[src/rpo_pkg.sv]
// Package: offsets, field positions, reset values and types of the override register bank
package rpo_pkg;

    // Register offsets
    localparam logic [7:0] OFS_POWER_DOWN   = 8'h01;
    localparam logic [7:0] OFS_OVERRIDE     = 8'h02;
    localparam logic [7:0] OFS_RSVD_A       = 8'h03;
    localparam logic [7:0] OFS_RSVD_B       = 8'h04;
    localparam logic [7:0] OFS_RSVD_C       = 8'h05;
    localparam logic [7:0] OFS_SLAVE_CTRL   = 8'h06;
    localparam logic [7:0] OFS_RESET_CTRL   = 8'h07;
    localparam logic [7:0] OFS_PIN_OVERRIDE = 8'h08;

    // Field positions
    localparam int BIT_OVR_PRESENT     = 7;
    localparam int BIT_PRESENT_VALUE   = 6;
    localparam int BIT_OVR_POWER_DOWN  = 0;
    localparam int BIT_REG_ENABLE      = 3;
    localparam int BIT_RESET_REGISTERS = 6;
    localparam int BIT_RESET_MASTER    = 5;
    localparam int BIT_OVR_THRESHOLD   = 6;
    localparam int BIT_OVR_RX_DETECT   = 3;

    // Reset values
    localparam logic [7:0] RST_POWER_DOWN   = 8'h00;
    localparam logic [7:0] RST_OVERRIDE     = 8'h00;
    localparam logic [7:0] RST_RSVD         = 8'h00;
    localparam logic [7:0] RST_SLAVE_CTRL   = 8'h10;
    localparam logic [7:0] RST_RESET_CTRL   = 8'h01;
    localparam logic [7:0] RST_PIN_OVERRIDE = 8'h00;

    // Default slave address; the real part takes it from strap pins
    localparam logic [6:0] DEFAULT_SLAVE_ADDR = 7'h18;

    // Bit count of one SMBus byte
    localparam logic [3:0] BYTE_BITS = 4'h8;

    // Stored register contents
    typedef struct packed {
        logic [7:0] power_down;
        logic [7:0] override_ctl;
        logic [7:0] rsvd_a;
        logic [7:0] rsvd_b;
        logic [7:0] rsvd_c;
        logic [7:0] slave_ctl;
        logic [7:0] reset_ctl;
        logic [7:0] pin_override;
    } rpo_regs_t;

    localparam rpo_regs_t RST_REGS = '{
        power_down:   RST_POWER_DOWN,
        override_ctl: RST_OVERRIDE,
        rsvd_a:       RST_RSVD,
        rsvd_b:       RST_RSVD,
        rsvd_c:       RST_RSVD,
        slave_ctl:    RST_SLAVE_CTRL,
        reset_ctl:    RST_RESET_CTRL,
        pin_override: RST_PIN_OVERRIDE
    };

    // One register write from the bus engine
    typedef struct packed {
        logic       en;
        logic [7:0] addr;
        logic [7:0] data;
    } rpo_write_t;

    // Bus engine states, Gray coded along the write path
    typedef enum logic [3:0] {
        RPO_IDLE      = 4'h0,
        RPO_ADDR      = 4'h1,
        RPO_ADDR_ACK  = 4'h3,
        RPO_OFFSET    = 4'h2,
        RPO_OFS_ACK   = 4'h6,
        RPO_WDATA     = 4'h7,
        RPO_WDATA_ACK = 4'h5,
        RPO_RDATA     = 4'h4,
        RPO_RDATA_ACK = 4'hc
    } rpo_state_t;

endpackage

[src/rpo_override_regs.sv]
// Override and reset register bank behind an SMBus slave, offsets 0x01 to 0x08
`timescale 1ns/100ps
`default_nettype none

module rpo_override_regs #(
    parameter logic [6:0] SLAVE_ADDR = rpo_pkg::DEFAULT_SLAVE_ADDR
) (
    input  wire logic       clock,
    input  wire logic       nrst,
    input  wire logic       scl_in,
    input  wire logic       sda_in,
    output logic            sda_out,
    output logic            sda_oe,
    input  wire logic [7:0] channel_power_down_pin,
    input  wire logic       auto_rx_detect_reset,
    output logic [7:0]      channel_power_down,
    output logic            rx_detect_sm_reset,
    output logic            signal_detect_threshold_reg_sel,
    output logic            receiver_detect_mode_reg_sel,
    output logic            channel_settings_write_enable,
    output logic            smbus_master_reset
);

    // Read mux, shared by the first read byte and every following one
    function automatic logic [7:0] read_reg(input rpo_pkg::rpo_regs_t r, input logic [7:0] a);
        logic [7:0] d;
        d = 8'h00;
        unique case (a)
            rpo_pkg::OFS_POWER_DOWN:   d = r.power_down;
            rpo_pkg::OFS_OVERRIDE:     d = r.override_ctl;
            rpo_pkg::OFS_RSVD_A:       d = r.rsvd_a;
            rpo_pkg::OFS_RSVD_B:       d = r.rsvd_b;
            rpo_pkg::OFS_RSVD_C:       d = r.rsvd_c;
            rpo_pkg::OFS_SLAVE_CTRL:   d = r.slave_ctl;
            rpo_pkg::OFS_RESET_CTRL:   d = r.reset_ctl;
            rpo_pkg::OFS_PIN_OVERRIDE: d = r.pin_override;
            default:                   d = 8'h00;
        endcase
        return d;
    endfunction

    rpo_pkg::rpo_state_t state_reg, state_next;
    rpo_pkg::rpo_regs_t  regs_reg, regs_next;
    rpo_pkg::rpo_write_t wr;
    logic [7:0]          shift_reg, shift_next;
    logic [7:0]          ptr_reg, ptr_next;
    logic [3:0]          cnt_reg, cnt_next;
    logic                scl_prev_reg, sda_prev_reg;
    logic                rw_reg, rw_next;
    logic                nack_reg, nack_next;
    logic                oe_reg, oe_next;
    logic                master_rst_reg, master_rst_next;
    logic                scl_rise, scl_fall, start_seen, stop_seen;

    // Bus edges; pins are already in the clock domain
    assign scl_rise   = scl_in & ~scl_prev_reg;
    assign scl_fall   = ~scl_in & scl_prev_reg;
    assign start_seen = scl_in & scl_prev_reg & sda_prev_reg & ~sda_in;
    assign stop_seen  = scl_in & scl_prev_reg & ~sda_prev_reg & sda_in;

    // Bus engine next state; only a start or stop breaks a transfer off
    always_comb begin
        state_next = state_reg;
        shift_next = shift_reg;
        ptr_next   = ptr_reg;
        cnt_next   = cnt_reg;
        rw_next    = rw_reg;
        nack_next  = nack_reg;
        oe_next    = oe_reg;
        wr         = '0;
        if (start_seen) begin
            state_next = rpo_pkg::RPO_ADDR;
            cnt_next   = 4'h0;
            oe_next    = 1'b0;
        end else if (stop_seen) begin
            state_next = rpo_pkg::RPO_IDLE;
            oe_next    = 1'b0;
        end else begin
            unique case (state_reg)
                rpo_pkg::RPO_IDLE: begin
                    oe_next = 1'b0;
                end
                rpo_pkg::RPO_ADDR, rpo_pkg::RPO_OFFSET, rpo_pkg::RPO_WDATA: begin
                    if (scl_rise) begin
                        shift_next = {shift_reg[6:0], sda_in};
                        cnt_next   = cnt_reg + 4'h1;
                    end else if (scl_fall && cnt_reg == rpo_pkg::BYTE_BITS) begin
                        cnt_next = 4'h0;
                        oe_next  = 1'b1;   // Ack drives the line low
                        if (state_reg == rpo_pkg::RPO_ADDR) begin
                            if (shift_reg[7:1] == SLAVE_ADDR) begin
                                rw_next    = shift_reg[0];
                                state_next = rpo_pkg::RPO_ADDR_ACK;
                            end else begin
                                oe_next    = 1'b0;   // Not ours, stay quiet
                                state_next = rpo_pkg::RPO_IDLE;
                            end
                        end else if (state_reg == rpo_pkg::RPO_OFFSET) begin
                            ptr_next   = shift_reg;
                            state_next = rpo_pkg::RPO_OFS_ACK;
                        end else begin
                            wr.en      = 1'b1;   // Commit at the ack, before stop
                            wr.addr    = ptr_reg;
                            wr.data    = shift_reg;
                            ptr_next   = ptr_reg + 8'h01;
                            state_next = rpo_pkg::RPO_WDATA_ACK;
                        end
                    end
                end
                rpo_pkg::RPO_ADDR_ACK: begin
                    if (scl_fall) begin
                        if (rw_reg) begin
                            shift_next = read_reg(regs_reg, ptr_reg);
                            oe_next    = ~shift_next[7];   // Pull low for a zero first bit
                            ptr_next   = ptr_reg + 8'h01;
                            state_next = rpo_pkg::RPO_RDATA;
                        end else begin
                            oe_next    = 1'b0;
                            state_next = rpo_pkg::RPO_OFFSET;
                        end
                    end
                end
                rpo_pkg::RPO_OFS_ACK, rpo_pkg::RPO_WDATA_ACK: begin
                    if (scl_fall) begin
                        oe_next    = 1'b0;
                        state_next = rpo_pkg::RPO_WDATA;
                    end
                end
                rpo_pkg::RPO_RDATA: begin
                    if (scl_rise) begin
                        cnt_next = cnt_reg + 4'h1;
                    end else if (scl_fall) begin
                        if (cnt_reg == rpo_pkg::BYTE_BITS) begin
                            cnt_next   = 4'h0;
                            oe_next    = 1'b0;   // Release for the host's ack
                            state_next = rpo_pkg::RPO_RDATA_ACK;
                        end else begin
                            shift_next = {shift_reg[6:0], 1'b0};
                            oe_next    = ~shift_reg[6];
                        end
                    end
                end
                rpo_pkg::RPO_RDATA_ACK: begin
                    if (scl_rise) begin
                        nack_next = sda_in;
                    end else if (scl_fall) begin
                        if (nack_reg) begin
                            state_next = rpo_pkg::RPO_IDLE;   // Host ends the read
                        end else begin
                            shift_next = read_reg(regs_reg, ptr_reg);
                            oe_next    = ~shift_next[7];
                            ptr_next   = ptr_reg + 8'h01;
                            state_next = rpo_pkg::RPO_RDATA;
                        end
                    end
                end
                default: begin
                    oe_next    = 1'b0;
                    state_next = rpo_pkg::RPO_IDLE;
                end
            endcase
        end
    end

    // Bus engine registers
    always_ff @(posedge clock or negedge nrst) begin
        if (!nrst) begin
            state_reg    <= rpo_pkg::RPO_IDLE;
            shift_reg    <= 8'h00;
            ptr_reg      <= 8'h00;
            cnt_reg      <= 4'h0;
            rw_reg       <= 1'b0;
            nack_reg     <= 1'b0;
            oe_reg       <= 1'b0;
            scl_prev_reg <= 1'b1;
            sda_prev_reg <= 1'b1;
        end else begin
            state_reg    <= state_next;
            shift_reg    <= shift_next;
            ptr_reg      <= ptr_next;
            cnt_reg      <= cnt_next;
            rw_reg       <= rw_next;
            nack_reg     <= nack_next;
            oe_reg       <= oe_next;
            scl_prev_reg <= scl_in;
            sda_prev_reg <= sda_in;
        end
    end

    // Register file next state; self-clearing bits are never stored
    always_comb begin
        regs_next       = regs_reg;
        master_rst_next = 1'b0;
        if (wr.en) begin
            unique case (wr.addr)
                rpo_pkg::OFS_POWER_DOWN:   regs_next.power_down   = wr.data;
                rpo_pkg::OFS_OVERRIDE:     regs_next.override_ctl = wr.data;
                rpo_pkg::OFS_RSVD_A:       regs_next.rsvd_a       = wr.data;
                rpo_pkg::OFS_RSVD_B:       regs_next.rsvd_b       = wr.data;
                rpo_pkg::OFS_RSVD_C:       regs_next.rsvd_c       = wr.data;
                rpo_pkg::OFS_SLAVE_CTRL:   regs_next.slave_ctl    = wr.data;
                rpo_pkg::OFS_RESET_CTRL: begin
                    // Host keeps the low bits at their pattern; we just store them
                    regs_next.reset_ctl = wr.data;
                    regs_next.reset_ctl[rpo_pkg::BIT_RESET_REGISTERS] = 1'b0;
                    regs_next.reset_ctl[rpo_pkg::BIT_RESET_MASTER]    = 1'b0;
                    master_rst_next = wr.data[rpo_pkg::BIT_RESET_MASTER];
                    if (wr.data[rpo_pkg::BIT_RESET_REGISTERS]) begin
                        regs_next = rpo_pkg::RST_REGS;   // Bus engine untouched
                    end
                end
                rpo_pkg::OFS_PIN_OVERRIDE: regs_next.pin_override = wr.data;
                default:                   regs_next = regs_reg;
            endcase
        end
    end

    // Register file flops
    always_ff @(posedge clock or negedge nrst) begin
        if (!nrst) begin
            regs_reg       <= rpo_pkg::RST_REGS;
            master_rst_reg <= 1'b0;
        end else begin
            regs_reg       <= regs_next;
            master_rst_reg <= master_rst_next;
        end
    end

    // Open drain: only ever pulls low
    assign sda_out = 1'b0;
    assign sda_oe  = oe_reg;

    // Pin versus register selection
    assign channel_power_down = regs_reg.override_ctl[rpo_pkg::BIT_OVR_POWER_DOWN] ?
                                regs_reg.power_down : channel_power_down_pin;
    assign rx_detect_sm_reset = regs_reg.override_ctl[rpo_pkg::BIT_OVR_PRESENT] ?
                                regs_reg.override_ctl[rpo_pkg::BIT_PRESENT_VALUE] :
                                auto_rx_detect_reset;
    assign signal_detect_threshold_reg_sel =
        regs_reg.pin_override[rpo_pkg::BIT_OVR_THRESHOLD];
    assign receiver_detect_mode_reg_sel =
        regs_reg.pin_override[rpo_pkg::BIT_OVR_RX_DETECT];
    // Gates the channel swing, de-emphasis and equalizer registers held elsewhere
    assign channel_settings_write_enable =
        regs_reg.slave_ctl[rpo_pkg::BIT_REG_ENABLE];
    assign smbus_master_reset = master_rst_reg;

endmodule // rpo_override_regs

`default_nettype wire

[config.mk]
export PLATFORM = sky130hd
export DESIGN_NAME = rpo_override_regs
export DESIGN_NICKNAME = d
export VERILOG_FILES = /design/src/rpo_pkg.sv /design/src/rpo_override_regs.sv
export SDC_FILE = /design/constraint.sdc
export NUM_CORES = 1
export LEC_CHECK = 0
export ABC_AREA = 1
export BUFFER_PORTS_ARGS = -buffer_cell sky130_fd_sc_hd__buf_4
export CORE_MARGIN = 1.5
export CORE_UTILIZATION = 50
export DETAILED_ROUTE_END_ITERATION = 8
export GPL_TIMING_DRIVEN = 0
export PLACE_DENSITY = 0.67
export SETUP_SLACK_MARGIN = 0.4
export SLEW_MARGIN = 20
export SYNTH_ARGS = -nofsm -noshare
export SYNTH_HDL_FRONTEND = slang
export SYNTH_SLANG_ARGS = --single-unit
[constraint.sdc]
create_clock -name clock -period 2.9 [get_ports clock]
set_input_delay 0.145 -clock clock [delete_from_list [all_inputs] [get_ports clock]]
set_output_delay 0.145 -clock clock [all_outputs]
set_load 0.005 [all_outputs]
==> reports/metrics.cfg, run 1 <==
[run_status]
outcome=finished clean

[worst_setup_path]
critPathBufInv=1
cp_slowest_cell=dfstp_2
rr_startpoint=scl_prev_reg
critical-path-top-delay-family=simple AND/OR/NAND/NOR gates
crit_required_ns=3.18
crit_path_frequent_cell=nor2_2
crit_arrival_ns=2.61
slowest_delay_ns=0.55
path_cells=ha_2 -> nand4_1 -> nor2_2 -> nand2_1 -> nor2_2 -> nand3_1 -> nor2_2 -> nand3_4 -> buf_6 -> o21ai_0
end_kind=register
startpoint_type=register
crit_type=reg -> reg
worstSetupStartpoint=scl_prev_reg
path_max_fanout=10

[sta]
final_max_slew_viol_count=0
period_needed_ns=2.334
finalSetupViolCount=0
period_share=0.8047
slew_headroom=0.4147
hold_violations=0
clock_skew_ns=0.009384
timing.fmax_mhz=428.5
whs_ns=0.3861
setup_tns_ns=0
rsz0062_at_grt=no
max_slew.worst_pin.slew_ns=0.8780

[floorplan]
dieArea_um2=11690
coreArea_um2=10790
pin_count=28
die_x_um=108.1
initial_core_util=0.5121
fp-row-count=38
die-height_um=108.1

[synthesis]
synth-simple-area-share=0.4000
synthXorXnorAreaFrac=0
synth_area_leaders=dfrtp_1 (40%), nand2_1 (21%), nand3_1 (6.9%)
yosysTopAreaCell=dfrtp_1
syn_area_um2=5527
synthAdderAreaFrac=0.02038
synth_fp_nets=817
syn_area_per_cell_um2=6.952
async_reset_ff_frac=1.000
synthFlopType=dfrtp_1
synth_top_family_by_area=simple AND/OR/NAND/NOR gates
yosys_register_bits=92
synthCells=795
yosys_warnings=0
synth_commonest_cells=nand2_1 (311), dfrtp_1 (88), nor2_1 (78)
synth_edf_count=0
post-synth-top-count-cell=nand2_1
synth_top_area_share=0.3985
synth_compound_area_frac=0.08535
synth_mux_area_frac=0.004075
yosysUniqueCellTypes=37
ys_seq_area_frac=0.4175

[clock_network]
cts-root-buf=clkbuf_8
htree_levels=3
clock_latency_ns=0.37
clock_path_buffers=2
cts.sinks=92
cts_tree=built
cts-buffers-inserted=9
clk_pin_slew_worst_paths_ns=0.09

[flow_run]
maxCapViolations=0

[final_layout]
areaGrowthSynthToFinish_pct=15.49
n_fill_cell=1012
largest_reg_flops=59
drive_gt1_frac=0.1440
nets=871
fin_area_um2=6382
finish.utilization=0.5914
antenna_cells=0

[power]
p_seq_frac=0.413
power_frac_comb=0.384
p_leak_uw=0.003366
switchingPower_uw=1722
ir_worst_vdd_mv=0.3709
power.internal_uw=2210
powerDensity_nw_per_um2=616.1
pwr-share-clk=0.204
p_sw_frac=0.4379

[global_route]
globalRouteMet2Util=0.4250
grt_pass1_wl_um=25340
grt_overflow=0
grt_use_total=0.2820
gr-usage-met3=0.03677
grt_max_degree=93
antenna_found_initial=0
busiest_layer=met2
globalRouteMet1Util=0.4116
grt_pass1_vias=5044

[placement]
port_buffers=26
dpl_cell_area_um2=5901
gp_congestion=0.9607
hpwl_um=11190

[worst_hold_path]
hp-class=in -> async

[route]
wl_per_cell_um=15.47
drtPass1Iterations=5
drc=0
vias_per_cell=5.423
num_vias=5390
drtIter0Drc=535
antenna_left=0
routed_wl_um=15370

## placed cells by master (no fill, tap or decap), types with 8 or more instances in the layout
master    instances
nand2_1         309
dfrtp_1          88
inv_1            72
nand3_1          72
nor2_1           71
o21ai_0          50
buf_4            40
a21oi_1          23
inv_2             9
clkbuf_8          9
nand3_4           8
## area by class of cell
cell class	instances	area (um^2)	share of cell area
well taps	140	175.2	0.02745
clock inverters	5	37.54	0.005881
multi-input cells	610	2978	0.4666
plain buffers	12	102.6	0.01608
inverters	81	304.0	0.04764
flip-flops and latches	92	2307	0.3615
repair buffers	43	346.6	0.05430
clock buffers	11	131.4	0.02058
## metrics by stage
step | power (uW) | std cells | setup WS, ns
4_1_cts | 3898 | 985 | 0.4069
2_1_floorplan | 2614 | 795 | 0.6377
3_3_place_gp | 2995 | 961 | 0.2329
3_5_place_dp | 3030 | 961 | 0.1978
6_report | 3932 | 994 | 0.5663
5_1_grt | 4202 | 994 | 0.3853
## per-layer routing
layer  wire [um]  up-vias
li1            -     2640
met1        7145     2506
met4         370        0
met3        1087       24
met5           0        -
met2        6771      220
## path summary, 6_finish.rpt
kind | endpoint | slack [ns] | cells after the start
max in group asynchronous | regs_reg[15] | 1.87 | 2
hold reg to reg | regs_reg[0] | 0.48 | 2
setup reg to reg | channel_settings_write_enable | 0.57 | 10
min in group clock | cnt_reg[0] | 0.43 | 6
hold / removal | ptr_reg[2] | 0.39 | 2
setup / recovery | channel_settings_write_enable | 0.57 | 10
## power groups by stage
| stage | registers, uW | logic, uW | clock network (uW) |
|---|---|---|---|
| floorplan | 1570 | 1050 | 0 |
| global placement | 1630 | 1360 | 0 |
| detailed placement | 1640 | 1390 | 0 |
| CTS | 1610 | 1460 | 823 |
| global route | 1640 | 1690 | 869 |
| finish | 1620 | 1510 | 801 |
## kinds of logic (layout without fill, tap and decap cells)
family / after synthesis / count (layout)
AOI/OAI and AO/OA: 88 / 88
adders and majority gates: 9 / 9
buffers and inverters: 93 / 152
DFF: 92 / 92
muxes: 2 / 2
other: 1 / 1
and+or+nand+nor: 510 / 510
## worst register-to-register path, stage by stage (launching register included)
cell and delay, ns:
dfstp_2 0.55, ha_2 0.23, nand4_1 0.18, nor2_2 0.17, nand2_1 0.10, nor2_2 0.17, nand3_1 0.15, nor2_2 0.16
nand3_4 0.15, buf_6 0.18, o21ai_0 0.19
## timing repair
item / CTS / global route
hold buffers: 3 / 0
setup buffers: 5 / 9
endpoints found under the hold margin: 90 / 0
gates resized for setup: 14 / 26
pin swaps: 4 / 6
endpoints found under the setup margin: 63 / 61
(Power assumes the default switching activity.)
==> inputs of run 2 (changes only) <==
==> constraint.sdc (replaced) <==
create_clock -name clock -period 2.2 [get_ports clock]
set_input_delay 0.11 -clock clock [delete_from_list [all_inputs] [get_ports clock]]
set_output_delay 0.11 -clock clock [all_outputs]
set_load 0.005 [all_outputs]
==> run 2 against run 1 <==
  * The run now ends with negative setup slack left
  * Count of clock-buffer cells in the layout is 1 lower
  * Cell area is 23% higher
  * Worst setup slack worse by 0.62 ns
==> reports/metrics.cfg, run 2 (synthesis gave the netlist of run 1 again) <==
[run_status]
outcome=complete, but fails checks
violations=negative setup slack

[route]
routed_wl_um=18790
drtPass1Iterations=5
wl_per_cell_um=17.66
vias_per_cell=5.639
drtIter0Drc=551
antenna_left=0
num_vias=6000
drc=0

[global_route]
grt_max_degree=93
grt_pass1_wl_um=27980
grt_pass1_vias=5501
antenna_found_initial=0
grt_use_total=0.3124
grt_overflow=0

[placement]
dpl_cell_area_um2=5963
gp_congestion=0.9399
hpwl_um=11190
port_buffers=26
dp_slack_ns=-0.4153

[floorplan]
initial_core_util=0.5121
coreArea_um2=10790
die_x_um=108.1
fp-row-count=38
dieArea_um2=11690
pin_count=28
die-height_um=108.1

[sta]
period_needed_ns=2.257
max_slew.worst_pin.slew_ns=0.8652
slew_headroom=0.4232
clock_skew_ns=0.01832
rsz0062_at_grt=yes
final_max_slew_viol_count=0
setup_tns_ns=-1.002
period_share=1.026
fin_ws_ns=-0.05675
hold_violations=0
finalSetupViolCount=44
timing.fmax_mhz=443.1

[power]
powerDensity_nw_per_um2=841.0
ir_worst_vdd_mv=0.6066
power_uw=6580
p_leak_uw=0.003867

[final_layout]
finish.utilization=0.7249
areaGrowthSynthToFinish_pct=41.57
fin_area_um2=7824
final_common_cell=nand2_1
layout_common_cells=nand2_1 (264), buf_4 (84), dfrtp_1 (81)
antenna_cells=0
nets=941
drive_gt1_frac=0.3712
largest_reg_flops=59

[clock_network]
cts-root-buf=clkbuf_8
cts-buffers-inserted=9
cts.sinks=92
cts_tree=built
htree_levels=3
clock_path_buffers=2
clk_pin_slew_worst_paths_ns=0.10
clock_latency_ns=0.38

[worst_setup_path]
path_max_fanout=10
startpoint_type=register
crit_required_ns=2.49
crit_type=reg -> reg
end_kind=register
crit_arrival_ns=2.54

[flow_run]
maxCapViolations=0

[worst_hold_path]
hp-class=in -> reg

[run 2: cell types whose count changed in the layout (fill, tap and decap cells not counted), moves of 23 or more]
cell,previous run,this run
nand2_2,5,38
buf_4,40,84
o21ai_0,50,27
nand3_1,72,42
nand3_2,3,29
nand2_1,309,264
nor2_1,71,43
[run 2: layout make-up]
| cell class | instances | area, um^2 |
|---|---|---|
| plain buffers | 12 | 137.6 |
| clock buffers | 10 | 137.6 |
| clock inverters | 6 | 70.07 |
| fillers | 827 | 2969 |
| inverters | 81 | 321.6 |
| multi-input cells | 611 | 3627 |
| flip-flops and latches | 92 | 2316 |
| well taps | 140 | 175.2 |
| repair buffers | 112 | 1039 |
[run 2: per-layer routing]
metal | global-route usage | vias up | wire, um
met5 | 0 | - | 0
met1 | 0.4391 | 2855 | 7862
met4 | 0.1109 | 0 | 504
li1 | - | 2787 | -
met2 | 0.4864 | 318 | 8927
met3 | 0.05485 | 40 | 1492
[run 2: worst paths after layout]
path	from	end	slack, ns	cells past startpoint
worst max-delay path	cnt_reg[0]	regs_reg[56]	-0.06	14
min in group asynchronous	nrst	ptr_reg[6]	0.35	2
max in group asynchronous	nrst	state_reg[2]	1.16	2
worst max register to register	cnt_reg[0]	regs_reg[56]	-0.06	14
worst min-delay path	sda_in	nack_reg	0.16	3
worst min register to register	regs_reg[8]	regs_reg[8]	0.48	2
[run 2: critical path, cell delays in order, from the launching register on]
cell	delay [ns]
dfrtp_1	0.39
inv_2	0.08
ha_4	0.13
nand2_1	0.06
nor2_2	0.17
nand3_4	0.13
nor2_4	0.16
nand3_2	0.11
nor2_4	0.21
nand3_4	0.23
nand2_4	0.15
inv_6	0.06
buf_8	0.14
nand3_2	0.08
nand2_1	0.06
[run 2: per-stage QoR]
step | cells | hold WS [ns]
4_1_cts | 1037 | 0.1176
6_report | 1064 | 0.1596
3_5_place_dp | 961 | 0.2443
3_3_place_gp | 961 | 0.2383
2_1_floorplan | 795 | -0.1856
5_1_grt | 1064 | 0.1404
[run 2: repair_timing]
| item | CTS | global route |
|---|---|---|
| hold buffers | 3 | 0 |
| pin swaps | 33 | 42 |
| gates cloned | 5 | 1 |
| setup buffers | 52 | 26 |
| hold endpoints to repair | 90 | 0 |
| endpoints found under the setup margin | 88 | 95 |
| resized for setup | 119 | 144 |
[run 2: where the power goes]
| part | total [uW] | leakage [uW] | switching (uW) | internal [uW] |
|---|---|---|---|---|
| sequential | 2160 | 0.00122 | 275 | 1890 |
| combinational | 3160 | 0.00255 | 1980 | 1180 |
| clock | 1250 | 0.000101 | 687 | 567 |
==> inputs of run 3 (changes only) <==
--- a/config.mk
+++ b/config.mk
@@ -6,7 +6,7 @@
 export NUM_CORES = 1
 export LEC_CHECK = 0
 export ABC_AREA = 1
-export BUFFER_PORTS_ARGS = -buffer_cell sky130_fd_sc_hd__buf_4
+export BUFFER_PORTS_ARGS = -buffer_cell sky130_fd_sc_hd__clkbuf_2
 export CORE_MARGIN = 1.5
 export CORE_UTILIZATION = 50
 export DETAILED_ROUTE_END_ITERATION = 8
==> run 3 against run 2 <==
  * The flow still finishes with violations (negative setup slack)
  * Final cell count increased by 1.0%
  * Sequential share of layout area about the same
  * Core utilization increased by 0.070 points
  * Combinational power decreased by 1%
  * Routed wire length decreased by 2.6%
  * Worst hold slack got worse by 0.023 ns
  * Critical path type unchanged
  * Largest power group unchanged
==> reports/metrics.cfg, run 3 (synthesis gave the netlist of run 1 again) <==
[power]
powerDensity_nw_per_um2=840.0
ir_worst_vdd_mv=0.6509
power.internal_uw=3758
p_leak_uw=0.003939
p_seq_frac=0.328
p_sw_frac=0.4287
pwr-share-clk=0.199
switchingPower_uw=2820
power_frac_comb=0.474

[floorplan]
pin_count=28
die-height_um=108.1
coreArea_um2=10790
initial_core_util=0.5121
fp-row-count=38
dieArea_um2=11690
die_x_um=108.1

[worst_setup_path]
startpoint_type=register
worstSetupStartpoint=scl_prev_reg
path_max_fanout=8
rr_startpoint=scl_prev_reg
r2r_end=regs_reg[35]
r2r_cells=13
crit_type=reg -> reg
critical-path-top-delay-family=simple AND/OR/NAND/NOR gates
path_cells=inv_2 -> ha_4 -> clkinv_4 -> nand2_8 -> a21oi_4 -> nand2_4 -> nor2_4 -> nand2_4 -> buf_12 -> nand2_8 -> nand3_4 -> nand2_2 -> nand2_1
crit_arrival_ns=2.51
end_kind=register
crit_required_ns=2.48
critPathBufInv=3
rrSetupSlack_ns=-0.03
cp_slowest_cell=dfstp_2
slowest_delay_ns=0.61

[sta]
finalSetupViolCount=10
period_share=1.015
setup_tns_ns=-0.1782
clock_skew_ns=0.01741
timing.fmax_mhz=448.0
hold_violations=0
final_max_slew_viol_count=0
period_needed_ns=2.232
fin_ws_ns=-0.03203
rsz0062_at_grt=yes

[route]
num_vias=5956
drc=0
drtIter0Drc=476
wl_per_cell_um=17.03
drtPass1Iterations=7
antenna_left=0
vias_per_cell=5.540
routed_wl_um=18300

[placement]
dpl_cell_area_um2=5931
hpwl_um=11240
gp_congestion=0.9448
port_buffers=26
dp_slack_ns=-0.3922

[flow_run]
maxCapViolations=0

[global_route]
grt_use_total=0.3215
antenna_found_initial=0
grt_max_degree=57
grt_pass1_wl_um=28630
grt_pass1_vias=5585
grt_overflow=0

[final_layout]
n_fill_cell=823
largest_reg_flops=59
nets=952
antenna_cells=0
fin_area_um2=7831
drive_gt1_frac=0.3733
final_common_cell=nand2_1
layout_common_cells=nand2_1 (245), dfrtp_1 (82), buf_4 (60)
areaGrowthSynthToFinish_pct=41.70
seq_area_um2=2315
multi_input_area_um2=3608

[worst_hold_path]
hold_start=sda_in
holdPathEnd=nack_reg
hold_path_depth=3
hp-class=in -> reg

[clock_network]
clk_pin_slew_worst_paths_ns=0.10
clock_path_buffers=2
cts_tree=built
cts-buffers-inserted=9
htree_levels=3
cts-root-buf=clkbuf_8
clock_latency_ns=0.38
cts.sinks=92

[run_status]
violations=negative setup slack
outcome=complete, but fails checks

run 3: cell count changes in the layout (fill, tap and decap cells not counted), moves of 12 or more:
cell / delta
nand2_1: -19
nand3_2: -17
buf_4: -24
nand2_2: +20
nand3_1: +16
buf_6: +12
clkbuf_2: +25
run 3: repair_timing:
action	4_1_cts	5_1_grt
buffers inserted	67	18
resized for setup	184	96
cloned	8	1
hold endpoints to repair	49	0
endpoints found under the setup margin	88	96
pin swaps	54	39
hold buffers	3	0
run 3: layer usage:
layer / part of all wire / GRT usage / wire length, um
met5: 0 / 0 / 0
met4: 0.022 / 0.1165 / 410
met3: 0.074 / 0.05244 / 1348
met2: 0.47 / 0.5131 / 8681
met1: 0.43 / 0.4418 / 7861
run 3: final cells by class:
class | count | area share
multi-input combinational | 613 | 0.4608
sequential | 92 | 0.2956
timing repair buffer | 121 | 0.1353
inverter | 81 | 0.04202
tap | 140 | 0.02237
clock buffer | 11 | 0.01678
buffer | 12 | 0.01662
clock inverter | 5 | 0.01054
run 3: power by group through the flow:
stage / Combinational [uW] / Sequential [uW] / Clock, uW
after floorplan: 1390 / 2070 / 0
after global placement: 1790 / 2160 / 0
after detailed placement: 1830 / 2160 / 0
after CTS: 2740 / 2130 / 1300
after global routing: 3370 / 2170 / 1390
final: 3120 / 2160 / 1310
run 3: worst max path at each step:
stage | endpoint | slack (ns) | cells past startpoint
2_1_floorplan | regs_reg[56] | 0.12 | 12
3_3_place_gp | regs_reg[4] | -0.36 | 11
3_5_place_dp | regs_reg[4] | -0.39 | 11
4_1_cts | regs_reg[48] | 0.04 | 12
5_1_grt | regs_reg[38] | -0.13 | 14
6_report | regs_reg[35] | -0.03 | 13
run 3: tightest hold or removal path: cells and delay by family:
family	cells	cell delay, ns
AOI/OAI and AO/OA	1	0.11
buffers and inverters	2	0.25
run 3: per-stage QoR:
| stage | power, uW | hold slack (ns) | util | cells |
|---|---|---|---|---|
| final | 6578 | 0.1370 | 0.7256 | 1075 |
| after detailed placement | 3999 | 0.04922 | 0.5495 | 962 |
| after global placement | 3954 | 0.2274 | 0.5461 | 961 |
| after global routing | 6930 | 0.1614 | 0.7256 | 1075 |
| after floorplan | 3464 | -0.1856 | - | 795 |
| after CTS | 6176 | 0.1322 | 0.6892 | 1056 |
